<file path="config.mk">
export PLATFORM = sky130hd
export DESIGN_NAME = ivc_ctrl
export DESIGN_NICKNAME = d
export VERILOG_FILES = /design/src/ivc_pkg.sv /design/src/ivc_vec_mem.sv /design/src/ivc_ctrl.sv
export SDC_FILE = /design/constraint.sdc
export NUM_CORES = 2
export LEC_CHECK = 0
export BUFFER_PORTS_ARGS = -buffer_cell sky130_fd_sc_hd__buf_4
export CORE_UTILIZATION = 57
export DETAILED_ROUTE_END_ITERATION = 6
export PLACE_DENSITY = 0.81
export RECOVER_POWER = 25
export SLEW_MARGIN = 20
export SYNTH_ARGS = -nofsm -noshare
export SYNTH_HDL_FRONTEND = slang
export SYNTH_SLANG_ARGS = --single-unit
</file>
<file path="constraint.sdc">
create_clock -name mclk_i -period 40.3 [get_ports mclk_i]
set_clock_uncertainty 0.2 [all_clocks]
set_input_delay 6.045 -clock mclk_i [delete_from_list [all_inputs] [get_ports mclk_i]]
set_output_delay 6.045 -clock mclk_i [all_outputs]
set_load 0.01 [all_outputs]
</file>
<file path="src/ivc_pkg.sv">
/*
  Constants, register map and state codes of the vectored interrupt
  controller. Assumes one 100 MHz clock and a synchronous active-high reset.
*/
// Notes on behaviour
// - All peripheral requests merge into one request towards the CPU core.
// - Up to eight exception and trap vectors precede the user sources.
// - Each user source carries a software priority of one to seven.
// - Equal priority ties resolve by fixed order, never by a setting.
// - Entry and return take a fixed count of cycles for every source.
// - The primary vector table starts at program address 000004h.
// - The table has 126 entries: eight traps, then 118 sources.
// - Each entry is a 24-bit handler start address.
// - Lower vector position outranks higher; vector 0 outranks all.
// - This controller implements 28 sources and four traps.
// - Alternate table follows the primary; its select bit redirects every vector.
// - Alternate table keeps the same entry order as the primary.
// - Reset bypasses the controller and forces the program counter to zero.
// - Level is three status bits plus bit three; bit three or seven blocks.
// - The three level bits turn read-only while nesting is disabled.

`default_nettype none

package ivc_pkg;

  // ---------------------------------------------------------------
  // Sizes
  // ---------------------------------------------------------------
  localparam int ADDR_W = 8;
  localparam int DATA_W = 16;
  localparam int VEC_W = 24;
  localparam int PRIO_W = 3;
  localparam int NUM_SRC = 28;
  localparam int NUM_TRAP = 4;
  localparam int MAX_TRAP = 8;
  localparam int SLOT_W = 5;
  localparam int TBL_ENTRIES = 126;
  localparam int VEC_STEP = 2;

  // ---------------------------------------------------------------
  // Program addresses
  // ---------------------------------------------------------------
  localparam logic [23:0] RESET_PC = 24'h00_0000;
  localparam logic [23:0] TBL_BASE = 24'h00_0004;
  localparam logic [23:0] ALT_TBL_BASE = TBL_BASE + 24'(TBL_ENTRIES * VEC_STEP);

  // ---------------------------------------------------------------
  // Register offsets
  // ---------------------------------------------------------------
  localparam logic [7:0] OFF_CTRL1 = 8'h00;
  localparam logic [7:0] OFF_CTRL2 = 8'h01;
  localparam logic [7:0] OFF_STATUS = 8'h02;
  localparam logic [7:0] OFF_CORE = 8'h03;
  localparam logic [7:0] OFF_EN_LO = 8'h04;
  localparam logic [7:0] OFF_EN_HI = 8'h05;
  localparam logic [7:0] OFF_EV_STAT = 8'h06;
  localparam logic [7:0] OFF_EV_MASK = 8'h07;
  localparam logic [7:0] OFF_VEC_IDX = 8'h08;
  localparam logic [7:0] OFF_VEC_LO = 8'h09;
  localparam logic [7:0] OFF_VEC_HI = 8'h0A;
  localparam logic [7:0] OFF_ACTIVE = 8'h0B;
  localparam logic [7:0] OFF_PRIO0 = 8'h10;

  // ---------------------------------------------------------------
  // Field positions, reset values, timing
  // ---------------------------------------------------------------
  localparam int NEST_DIS_BIT = 15;
  localparam int ALT_SEL_BIT = 15;
  localparam int LEVEL_LSB = 5;
  localparam int LEVEL3_BIT = 3;
  localparam int EV_ENTRY = 0;
  localparam int EV_TRAP = 1;
  localparam int EV_RETURN = 2;
  localparam logic [15:0] REG_RST = 16'h0000;
  localparam int RET_LAT = 2;

  // Sequencer states
  typedef enum logic [5:0] {
    ST_IDLE = 6'b00_0001,
    ST_FETCH = 6'b00_0010,
    ST_LOAD = 6'b00_0100,
    ST_REQ = 6'b00_1000,
    ST_SERVE = 6'b01_0000,
    ST_RET = 6'b10_0000
  } ivc_state_e;

endpackage : ivc_pkg

`default_nettype wire

</file>
<file path="src/ivc_vec_mem.sv">
/*
  Vector table store: one write port, one registered read port.
  Assumes write and read addresses come from logic on the same clock.
*/
`default_nettype none

module ivc_vec_mem #(
  parameter int WIDTH = 24,
  parameter int AW = 6
) (
  input wire logic mclk_i,
  input wire logic rst_i,
  input wire logic we_i,
  input wire logic [AW-1:0] waddr_i,
  input wire logic [WIDTH-1:0] wdata_i,
  input wire logic [AW-1:0] raddr_i,
  output logic [WIDTH-1:0] rdata_o
);

  logic [WIDTH-1:0] mem [2**AW];

  // Write port
  always_ff @(posedge mclk_i) begin
    if (we_i) begin
      mem[waddr_i] <= wdata_i;
    end
  end

  // Registered read port
  always_ff @(posedge mclk_i) begin
    if (rst_i) begin
      rdata_o <= '0;
    end else begin
      rdata_o <= mem[raddr_i];
    end
  end

endmodule : ivc_vec_mem

`default_nettype wire

</file>
<file path="src/ivc_ctrl.sv">
/*
  Vectored interrupt controller top: register port, winner selection,
  vector fetch sequencer and event interrupt.
  Assumes requests, traps and CPU handshakes come from same-clock logic.
*/
// Implementation choices: the register addresses and strobed register access.
`default_nettype none

module ivc_ctrl
  import ivc_pkg::*;
#(
  parameter int N_SRC = NUM_SRC,
  parameter int N_TRAP = NUM_TRAP
) (
  input wire logic mclk_i,
  input wire logic rst_i,
  input wire logic [ADDR_W-1:0] addr_i,
  input wire logic [DATA_W-1:0] wdata_i,
  input wire logic wr_i,
  input wire logic rd_i,
  output logic [DATA_W-1:0] rdata_o,
  input wire logic [N_SRC-1:0] src_req_i,
  input wire logic [N_TRAP-1:0] trap_req_i,
  input wire logic cpu_ack_i,
  input wire logic cpu_ret_i,
  output logic cpu_req_o,
  output logic [6:0] cpu_vec_num_o,
  output logic [VEC_W-1:0] cpu_vec_loc_o,
  output logic [VEC_W-1:0] handler_pc_o,
  output logic [3:0] cpu_level_o,
  output logic irq_o
);

  // ---------------------------------------------------------------
  // Registers and wires
  // ---------------------------------------------------------------
  ivc_state_e state, next_state;
  logic nesting_disable, alt_table_select;
  logic [2:0] cpu_level_bits;
  logic cpu_level_bit3;
  logic [N_SRC-1:0] src_en;
  logic [PRIO_W-1:0] prio [N_SRC];
  logic [2:0] ev_stat, ev_mask;
  logic [5:0] vec_idx;
  logic [15:0] vec_lo;
  logic [3:0] saved_level, new_level;
  logic [SLOT_W-1:0] slot;
  logic [1:0] lat_cnt;
  logic [VEC_W-1:0] mem_rdata;
  logic [3:0] cpu_level;
  logic [N_SRC-1:0] elig, above_lvl;
  logic win_ok, win_trap;
  logic [4:0] win_idx;
  logic [3:0] win_level;
  logic [SLOT_W-1:0] win_slot;
  logic [6:0] win_num;
  logic [VEC_W-1:0] win_loc;
  logic [15:0] rd_mux;
  logic [2:0] ev_set;

  // Register hit decode
  function automatic logic hit(input logic [7:0] a, input logic [7:0] off);
    return a == off;
  endfunction : hit

  wire wr_ctrl1 = wr_i && hit(addr_i, OFF_CTRL1);
  wire wr_ctrl2 = wr_i && hit(addr_i, OFF_CTRL2);
  wire wr_status = wr_i && hit(addr_i, OFF_STATUS);
  wire wr_core = wr_i && hit(addr_i, OFF_CORE);
  wire wr_en_lo = wr_i && hit(addr_i, OFF_EN_LO);
  wire wr_en_hi = wr_i && hit(addr_i, OFF_EN_HI);
  wire wr_stat = wr_i && hit(addr_i, OFF_EV_STAT);
  wire wr_mask = wr_i && hit(addr_i, OFF_EV_MASK);
  wire wr_vidx = wr_i && hit(addr_i, OFF_VEC_IDX);
  wire wr_vlo = wr_i && hit(addr_i, OFF_VEC_LO);
  wire wr_vhi = wr_i && hit(addr_i, OFF_VEC_HI);
  wire [7:0] prio_off = addr_i - OFF_PRIO0;
  wire prio_hit = addr_i >= OFF_PRIO0 && prio_off < 8'((N_SRC + 3) / 4);

  // ---------------------------------------------------------------
  // Winner selection
  // ---------------------------------------------------------------
  // Level is status bits extended by bit three
  assign cpu_level = {cpu_level_bit3, cpu_level_bits};

  // Strictly above the CPU level; level 8..15 or 7 blocks all
  for (genvar g = 0; g < N_SRC; g++) begin : g_above
    assign above_lvl[g] = {1'b0, prio[g]} > cpu_level;
  end
  assign elig = src_req_i & src_en & above_lvl;

  // Traps first, then highest level, ties to lowest position
  always_comb begin
    win_ok = 1'b0;
    win_trap = 1'b0;
    win_idx = '0;
    win_level = '0;
    for (int i = N_TRAP - 1; i >= 0; i--) begin
      if (trap_req_i[i]) begin
        win_ok = 1'b1;
        win_trap = 1'b1;
        win_idx = 5'(i);
        win_level = {1'b1, 3'(MAX_TRAP - 1 - i)};
      end
    end
    if (!win_trap) begin
      for (int i = N_SRC - 1; i >= 0; i--) begin
        if (elig[i] && {1'b0, prio[i]} >= win_level) begin
          win_ok = 1'b1;
          win_idx = 5'(i);
          win_level = {1'b0, prio[i]};
        end
      end
    end
  end

  // Slot in the store, vector number, program location
  assign win_slot = win_trap ? win_idx : SLOT_W'(N_TRAP) + win_idx;
  assign win_num = win_trap ? 7'(win_idx) : 7'(MAX_TRAP) + 7'(win_idx);
  assign win_loc = (alt_table_select ? ALT_TBL_BASE : TBL_BASE)
                   + 24'(win_num) * 24'(VEC_STEP);

  // ---------------------------------------------------------------
  // Sequencer
  // ---------------------------------------------------------------
  // Fixed path: idle, fetch, load, request; return lasts RET_LAT
  always_comb begin
    next_state = state;
    unique case (state)
      ST_IDLE: if (win_ok) next_state = ST_FETCH;
      ST_FETCH: next_state = ST_LOAD;
      ST_LOAD: next_state = ST_REQ;
      ST_REQ: if (cpu_ack_i) next_state = ST_SERVE;
      ST_SERVE: if (cpu_ret_i) next_state = ST_RET;
      ST_RET: if (lat_cnt == 2'(RET_LAT - 1)) next_state = ST_IDLE;
      default: next_state = ST_IDLE;
    endcase
  end

  always_ff @(posedge mclk_i) begin
    if (rst_i) begin
      state <= ST_IDLE;
      lat_cnt <= '0;
    end else begin
      state <= next_state;
      lat_cnt <= (state == ST_RET) ? lat_cnt + 2'd1 : 2'd0;
    end
  end

  // Capture of the winner at the start of entry
  always_ff @(posedge mclk_i) begin
    if (rst_i) begin
      slot <= '0;
      new_level <= '0;
      cpu_vec_num_o <= '0;
      cpu_vec_loc_o <= '0;
    end else if (state == ST_IDLE && win_ok) begin
      slot <= win_slot;
      new_level <= win_level;
      cpu_vec_num_o <= win_num;
      cpu_vec_loc_o <= win_loc;
    end
  end

  // Request and handler address towards the core
  always_ff @(posedge mclk_i) begin
    if (rst_i) begin
      cpu_req_o <= 1'b0;
      handler_pc_o <= RESET_PC;
    end else begin
      cpu_req_o <= next_state == ST_REQ;
      if (state == ST_LOAD) begin
        handler_pc_o <= mem_rdata;
      end
    end
  end

  // Vector store; alternate half selected by the top address bit
  ivc_vec_mem #(
    .WIDTH(VEC_W),
    .AW(SLOT_W + 1)
  ) u_vec_mem (
    .mclk_i(mclk_i),
    .rst_i(rst_i),
    .we_i(wr_vhi),
    .waddr_i(vec_idx),
    .wdata_i({wdata_i[7:0], vec_lo}),
    .raddr_i({alt_table_select, slot}),
    .rdata_o(mem_rdata)
  );

  // ---------------------------------------------------------------
  // Control registers
  // ---------------------------------------------------------------
  always_ff @(posedge mclk_i) begin
    if (rst_i) begin
      nesting_disable <= REG_RST[NEST_DIS_BIT];
      alt_table_select <= REG_RST[ALT_SEL_BIT];
      src_en <= '0;
      vec_idx <= '0;
      vec_lo <= REG_RST;
    end else begin
      if (wr_ctrl1) nesting_disable <= wdata_i[NEST_DIS_BIT];
      if (wr_ctrl2) alt_table_select <= wdata_i[ALT_SEL_BIT];
      if (wr_en_lo) src_en[15:0] <= wdata_i;
      if (wr_en_hi) src_en[N_SRC-1:16] <= wdata_i[N_SRC-17:0];
      if (wr_vidx) vec_idx <= wdata_i[5:0];
      if (wr_vlo) vec_lo <= wdata_i;
    end
  end

  // Priority fields, four per word
  for (genvar g = 0; g < N_SRC; g++) begin : g_prio
    always_ff @(posedge mclk_i) begin
      if (rst_i) begin
        prio[g] <= '0;
      end else if (wr_i && prio_hit && prio_off == 8'(g / 4)) begin
        prio[g] <= wdata_i[(g % 4) * 4 +: PRIO_W];
      end
    end
  end

  // CPU level: hardware entry and return win over software
  always_ff @(posedge mclk_i) begin
    if (rst_i) begin
      cpu_level_bits <= '0;
      cpu_level_bit3 <= 1'b0;
      saved_level <= '0;
    end else if (state == ST_LOAD) begin
      saved_level <= cpu_level;
      {cpu_level_bit3, cpu_level_bits} <= new_level;
    end else if (state == ST_RET && next_state == ST_IDLE) begin
      {cpu_level_bit3, cpu_level_bits} <= saved_level;
    end else begin
      if (wr_status && !nesting_disable) begin
        cpu_level_bits <= wdata_i[LEVEL_LSB +: 3];
      end
      if (wr_core && !wdata_i[LEVEL3_BIT]) begin
        cpu_level_bit3 <= 1'b0;
      end
    end
  end

  // ---------------------------------------------------------------
  // Event status, mask and interrupt output
  // ---------------------------------------------------------------
  assign ev_set[EV_ENTRY] = state == ST_LOAD;
  assign ev_set[EV_TRAP] = state == ST_IDLE && win_ok && win_trap;
  assign ev_set[EV_RETURN] = state == ST_RET && next_state == ST_IDLE;

  // Set wins over a same-cycle write-one clear
  always_ff @(posedge mclk_i) begin
    if (rst_i) begin
      ev_stat <= '0;
      ev_mask <= '0;
      irq_o <= 1'b0;
    end else begin
      ev_stat <= (ev_stat & ~(wr_stat ? wdata_i[2:0] : 3'b000)) | ev_set;
      if (wr_mask) ev_mask <= wdata_i[2:0];
      irq_o <= |(((ev_stat & ~(wr_stat ? wdata_i[2:0] : 3'b000)) | ev_set)
                 & (wr_mask ? wdata_i[2:0] : ev_mask));
    end
  end

  // ---------------------------------------------------------------
  // Read port
  // ---------------------------------------------------------------
  always_comb begin
    rd_mux = '0;
    if (prio_hit) begin
      for (int j = 0; j < 4; j++) begin
        if (32'(prio_off) * 4 + j < N_SRC) begin
          rd_mux[j * 4 +: PRIO_W] = prio[32'(prio_off) * 4 + j];
        end
      end
    end else begin
      unique case (addr_i)
        OFF_CTRL1: rd_mux[NEST_DIS_BIT] = nesting_disable;
        OFF_CTRL2: rd_mux[ALT_SEL_BIT] = alt_table_select;
        OFF_STATUS: rd_mux[LEVEL_LSB +: 3] = cpu_level_bits;
        OFF_CORE: rd_mux[LEVEL3_BIT] = cpu_level_bit3;
        OFF_EN_LO: rd_mux = src_en[15:0];
        OFF_EN_HI: rd_mux[N_SRC-17:0] = src_en[N_SRC-1:16];
        OFF_EV_STAT: rd_mux[2:0] = ev_stat;
        OFF_EV_MASK: rd_mux[2:0] = ev_mask;
        OFF_VEC_IDX: rd_mux[5:0] = vec_idx;
        OFF_VEC_LO: rd_mux = vec_lo;
        OFF_ACTIVE: rd_mux = {3'b000, state, cpu_vec_num_o};
        default: rd_mux = '0;
      endcase
    end
  end

  // Data stand only in the cycle after the strobe
  always_ff @(posedge mclk_i) begin
    if (rst_i) begin
      rdata_o <= '0;
      cpu_level_o <= '0;
    end else begin
      rdata_o <= rd_i ? rd_mux : 16'h0000;
      cpu_level_o <= cpu_level;
    end
  end
endmodule : ivc_ctrl

`default_nettype wire

</file>
==> summary by stage <==
Status
The flow ran to the end, but the final reports show violations. The final reports fail on capacitance limit, slew limit.

Yosys
Sorting the synthesized cells by how often they occur yields 1,620 x sky130_fd_sc_hd__edfxtp_1, 519 x sky130_fd_sc_hd__mux4_2, 316 x sky130_fd_sc_hd__nand2_1. The total of warnings raised by yosys is 0. The distinct cell type count after synthesis is 86. Among all cell types in the netlist, the one instantiated most often is sky130_fd_sc_hd__edfxtp_1. Of the synthesized area, sequential elements account for 0.6955. The most common flop cell mapped by yosys is sky130_fd_sc_hd__edfxtp_1. Synthesis handed over a netlist of a little over 4,000 instances. The share of async-settable or async-resettable flops after synthesis is 0. The post-synthesis register bit count is approximately 1,800. The average instance area after synthesis is 17.98 sq um. The number of enable flip-flop cells after synthesis is 1,620. The library cell occupying the most area in the post-synthesis netlist is sky130_fd_sc_hd__edfxtp_1. After synthesis, the cell types taking the most area are sky130_fd_sc_hd__edfxtp_1 65%, sky130_fd_sc_hd__mux4_2 16%, sky130_fd_sc_hd__dfxtp_1 4.4%. The top-area cell type share of the netlist area is 0.6515. The mapped cell area is 74,670 sq um.

Drt
The per-cell routed wire length is 35.28 microns. The residual antenna-violating net count after detailed routing is 0. The initial detailed-routing violation count is ~6,800. For this block, the via count after detailed routing is around 45,000. The count of unresolved DRC violations after routing is 0. The final layout contains routed wiring with a total length of roughly 230,000 microns.

The first TritonRoute pass finished after 6 iterations. Dividing the detail-routed via count by the number of cells gives around 6.9.

Final layout
The final cell count without fillers is approximately 6,400. In the final layout, the multi-input gates occupy about 23,000 sq um. In the final layout, the share of cells above drive strength 1 is 0.3201. The final layout contains between 4,000 and 5,000 nets. Summing all flip-flop and latch instances after layout gives about 52,000 sq um. Relative to the synthesized area, the layout overhead comes to 15.74%.

The filler cells instantiated in the layout total 8,037.

Power
The static leakage is a little over 30 nW. Power spread over the standard cell area amounts to around 46 nW/um^2. The maximum ir drop on the vdd rail is approximately 0.049 mV.

Floorplanning
The floorplan has about 130 rows. The initial utilization of the core area, before any placement, comes to 0.5759. around 140 I/O pins were placed. The die area is 132,400 sq um.

From bottom edge to top edge, the die measures 363.9 microns. The horizontal extent of the die is 363.9 microns. The area of the core is 129,600 sq um.

Critical path
The endpoint arrival time on the critical path is between 30 and 40 ns. The element type at the critical path start is an input pin. The stage delay of the slowest cell on the critical path is about 0.4 ns. Counting stages on the worst path, the most repeated cell is sky130_fd_sc_hd__ha_1. STA classifies the critical path endpoint as a flop. The required time of the critical path is about 41 ns. The critical path is of the in2reg type. The cell with the biggest individual delay on the critical path is sky130_fd_sc_hd__a2111oi_4. Along the worst path, the maximum fanout reaches 6.

Timing
The worst slew margin relative to its limit is -1.480. The maximum clock rate is 25.44 MHz. The actual transition at the worst max-transition pin is 3.720 ns. Hold is met by between 0.2 and 0.25 ns. Setup violations remaining at the end of the flow were counted as 0. The max-slew violation count is 935. The final critical-path share of the clock period is 0.9752. Setup repair after global routing could not meet its margin everywhere. The final count of hold timing violations was 0. Counting I/O delays and the setup requirement, the final critical path takes roughly 39 ns.

CTS
Buffers inserted during clock tree synthesis total around 170. The clock passes through at most 3 buffers. The clock transition at the register clock pins on the worst setup and hold paths after CTS is roughly 0.060 ns. The number of clock sinks is around 1,800. CTS placed an instance of sky130_fd_sc_hd__clkbuf_16 at the clock tree root. The TritonCTS clock tree is done. In this run the number of H-tree levels came out at 4. The insertion delay to the later sink of the worst-skew pair is ~0.85 ns.

GRT
The first-pass GRT wire length is ~320,000 microns. Global routing finished with a remaining overflow of 0. Entering global routing, the biggest net connects between 100 and 150 pins. In the global route stage, overall resource usage came out at 0.3439.

The initial antenna violation count is 16. The via count of the first global-routing pass came to 43,776.

Hold path
The path class of the tightest hold or removal check is reg2reg.

Placement
The HPWL after detailed placement is around 120,000 microns. In this run the tool buffered the top-level ports with 121 buffer cells. The congestion estimate from routability-driven global placement came to a little over 1. The number of placed cells counting well taps is slightly above 6,000.

Flow run
The number of violations of the max-capacitance limit is 14.
## state kept, by name, summed over array words and instances, names as in the netlist, 4 cells and up
name,count
cpu_level_o,4
cpu_vec_loc_o,7
cpu_vec_num_o,4
handler_pc_o,24
new_level,4
prio,84
rdata_o,16
saved_level,4
slot,5
src_en,28
state,6
u_vec_mem.mem,1536
u_vec_mem.rdata_o,24
vec_idx,6
vec_lo,16
## stage by stage
step	instance area (sq um)	worst slack [ns]	setup TNS (ns)	util	total power, mW
floorplan	74830	0.02285	0	-	2.216
global placement	79140	0.02317	0	0.6104	2.291
global route	86410	-0.7554	-14.97	0.6665	4.037
finish	86420	0.9987	0	0.6666	3.947
CTS	85040	0.01948	0	0.6560	3.941
detailed placement	79140	-1.369	-24.72	0.6104	2.295
## final timing paths
kind,from,endpoint,slack (ns),cells past startpoint
hold / removal,u_vec_mem.rdata_o[10],handler_pc_o[10],0.24,2
setup / recovery,trap_req_i[2],cpu_vec_loc_o[5],1.0,198
hold reg to reg,u_vec_mem.rdata_o[10],handler_pc_o[10],0.24,2
setup reg to reg,prio[27][2],cpu_vec_loc_o[5],5.53,196
## placed cells by master (no fill, tap or decap), types with 20 or more instances in the layout
cell type	instances
sky130_fd_sc_hd__a21o_1	21
sky130_fd_sc_hd__a21oi_1	149
sky130_fd_sc_hd__a21oi_2	28
sky130_fd_sc_hd__a31oi_1	25
sky130_fd_sc_hd__and2_1	111
sky130_fd_sc_hd__buf_4	412
sky130_fd_sc_hd__bufinv_16	20
sky130_fd_sc_hd__clkbuf_1	52
sky130_fd_sc_hd__clkbuf_16	173
sky130_fd_sc_hd__clkinv_1	25
sky130_fd_sc_hd__clkinv_2	30
sky130_fd_sc_hd__dfxtp_1	157
sky130_fd_sc_hd__edfxtp_1	1620
sky130_fd_sc_hd__ha_1	154
sky130_fd_sc_hd__inv_1	60
sky130_fd_sc_hd__mux2i_1	36
sky130_fd_sc_hd__mux4_2	519
sky130_fd_sc_hd__nand2_1	299
sky130_fd_sc_hd__nand3_1	32
sky130_fd_sc_hd__nand4_1	27
sky130_fd_sc_hd__nor2_1	106
sky130_fd_sc_hd__nor2_2	74
sky130_fd_sc_hd__nor2b_1	29
sky130_fd_sc_hd__nor3_1	24
sky130_fd_sc_hd__o21ai_0	71
## cell type report
class / count / area share
antenna: 4 / 0.0001158
tap: 1742 / 0.02522
clock inverter: 105 / 0.01535
timing repair buffer: 445 / 0.03922
multi-input combinational: 2084 / 0.2640
sequential: 1784 / 0.6011
clock buffer: 213 / 0.05206
inverter: 65 / 0.002852
## routing by layer
layer  vias to the layer above  track usage  part of all wire  wire [microns]
met4                        20       0.1934             0.067           15280
met1                     22742       0.4437              0.34           77700
met5                         -            0           0.00066             150
li1                      17483            -                 -               -
met3                       830      0.08531              0.12           26170
met2                      3654       0.5384              0.48          108000
## what timing repair did
action	in CTS	in global routing
pin swaps	6	151
gates resized for setup	14	230
hold buffers	0	0
endpoints found under the setup margin	22	22
buffers inserted	4	55
## where the power goes
part / internal (mW) / leakage [nW] / total (mW) / switching [mW]
Combinational: 0.111 / 9.61 / 0.251 / 0.140
Clock: 0.935 / 2.79 / 1.67 / 0.739
Sequential: 2.00 / 18.6 / 2.02 / 0.0168
## critical path: cells and delay by family
family	cells	cell delay (ns)
compound gates	71	11.45
xor+xnor	1	0.14
fa+ha+maj	29	7.93
buf+inv	15	1.87
mux	8	2.31
simple gates	74	9.96
## cells by family after synthesis
kind of cell | Yosys count | share of synthesized area
flip-flops | 1784 | 0.6955
adder cells (fa/ha/maj) | 172 | 0.02882
AO/OA/AOI/OAI | 454 | 0.03732
buffers and inverters | 301 | 0.01659
XOR/XNOR | 5 | 0.0005866
AND/OR/NAND/NOR | 854 | 0.05562
multiplexers | 582 | 0.1655
other | 1 | 0.00005022
Note: power is estimated with default switching activity, not from simulation.
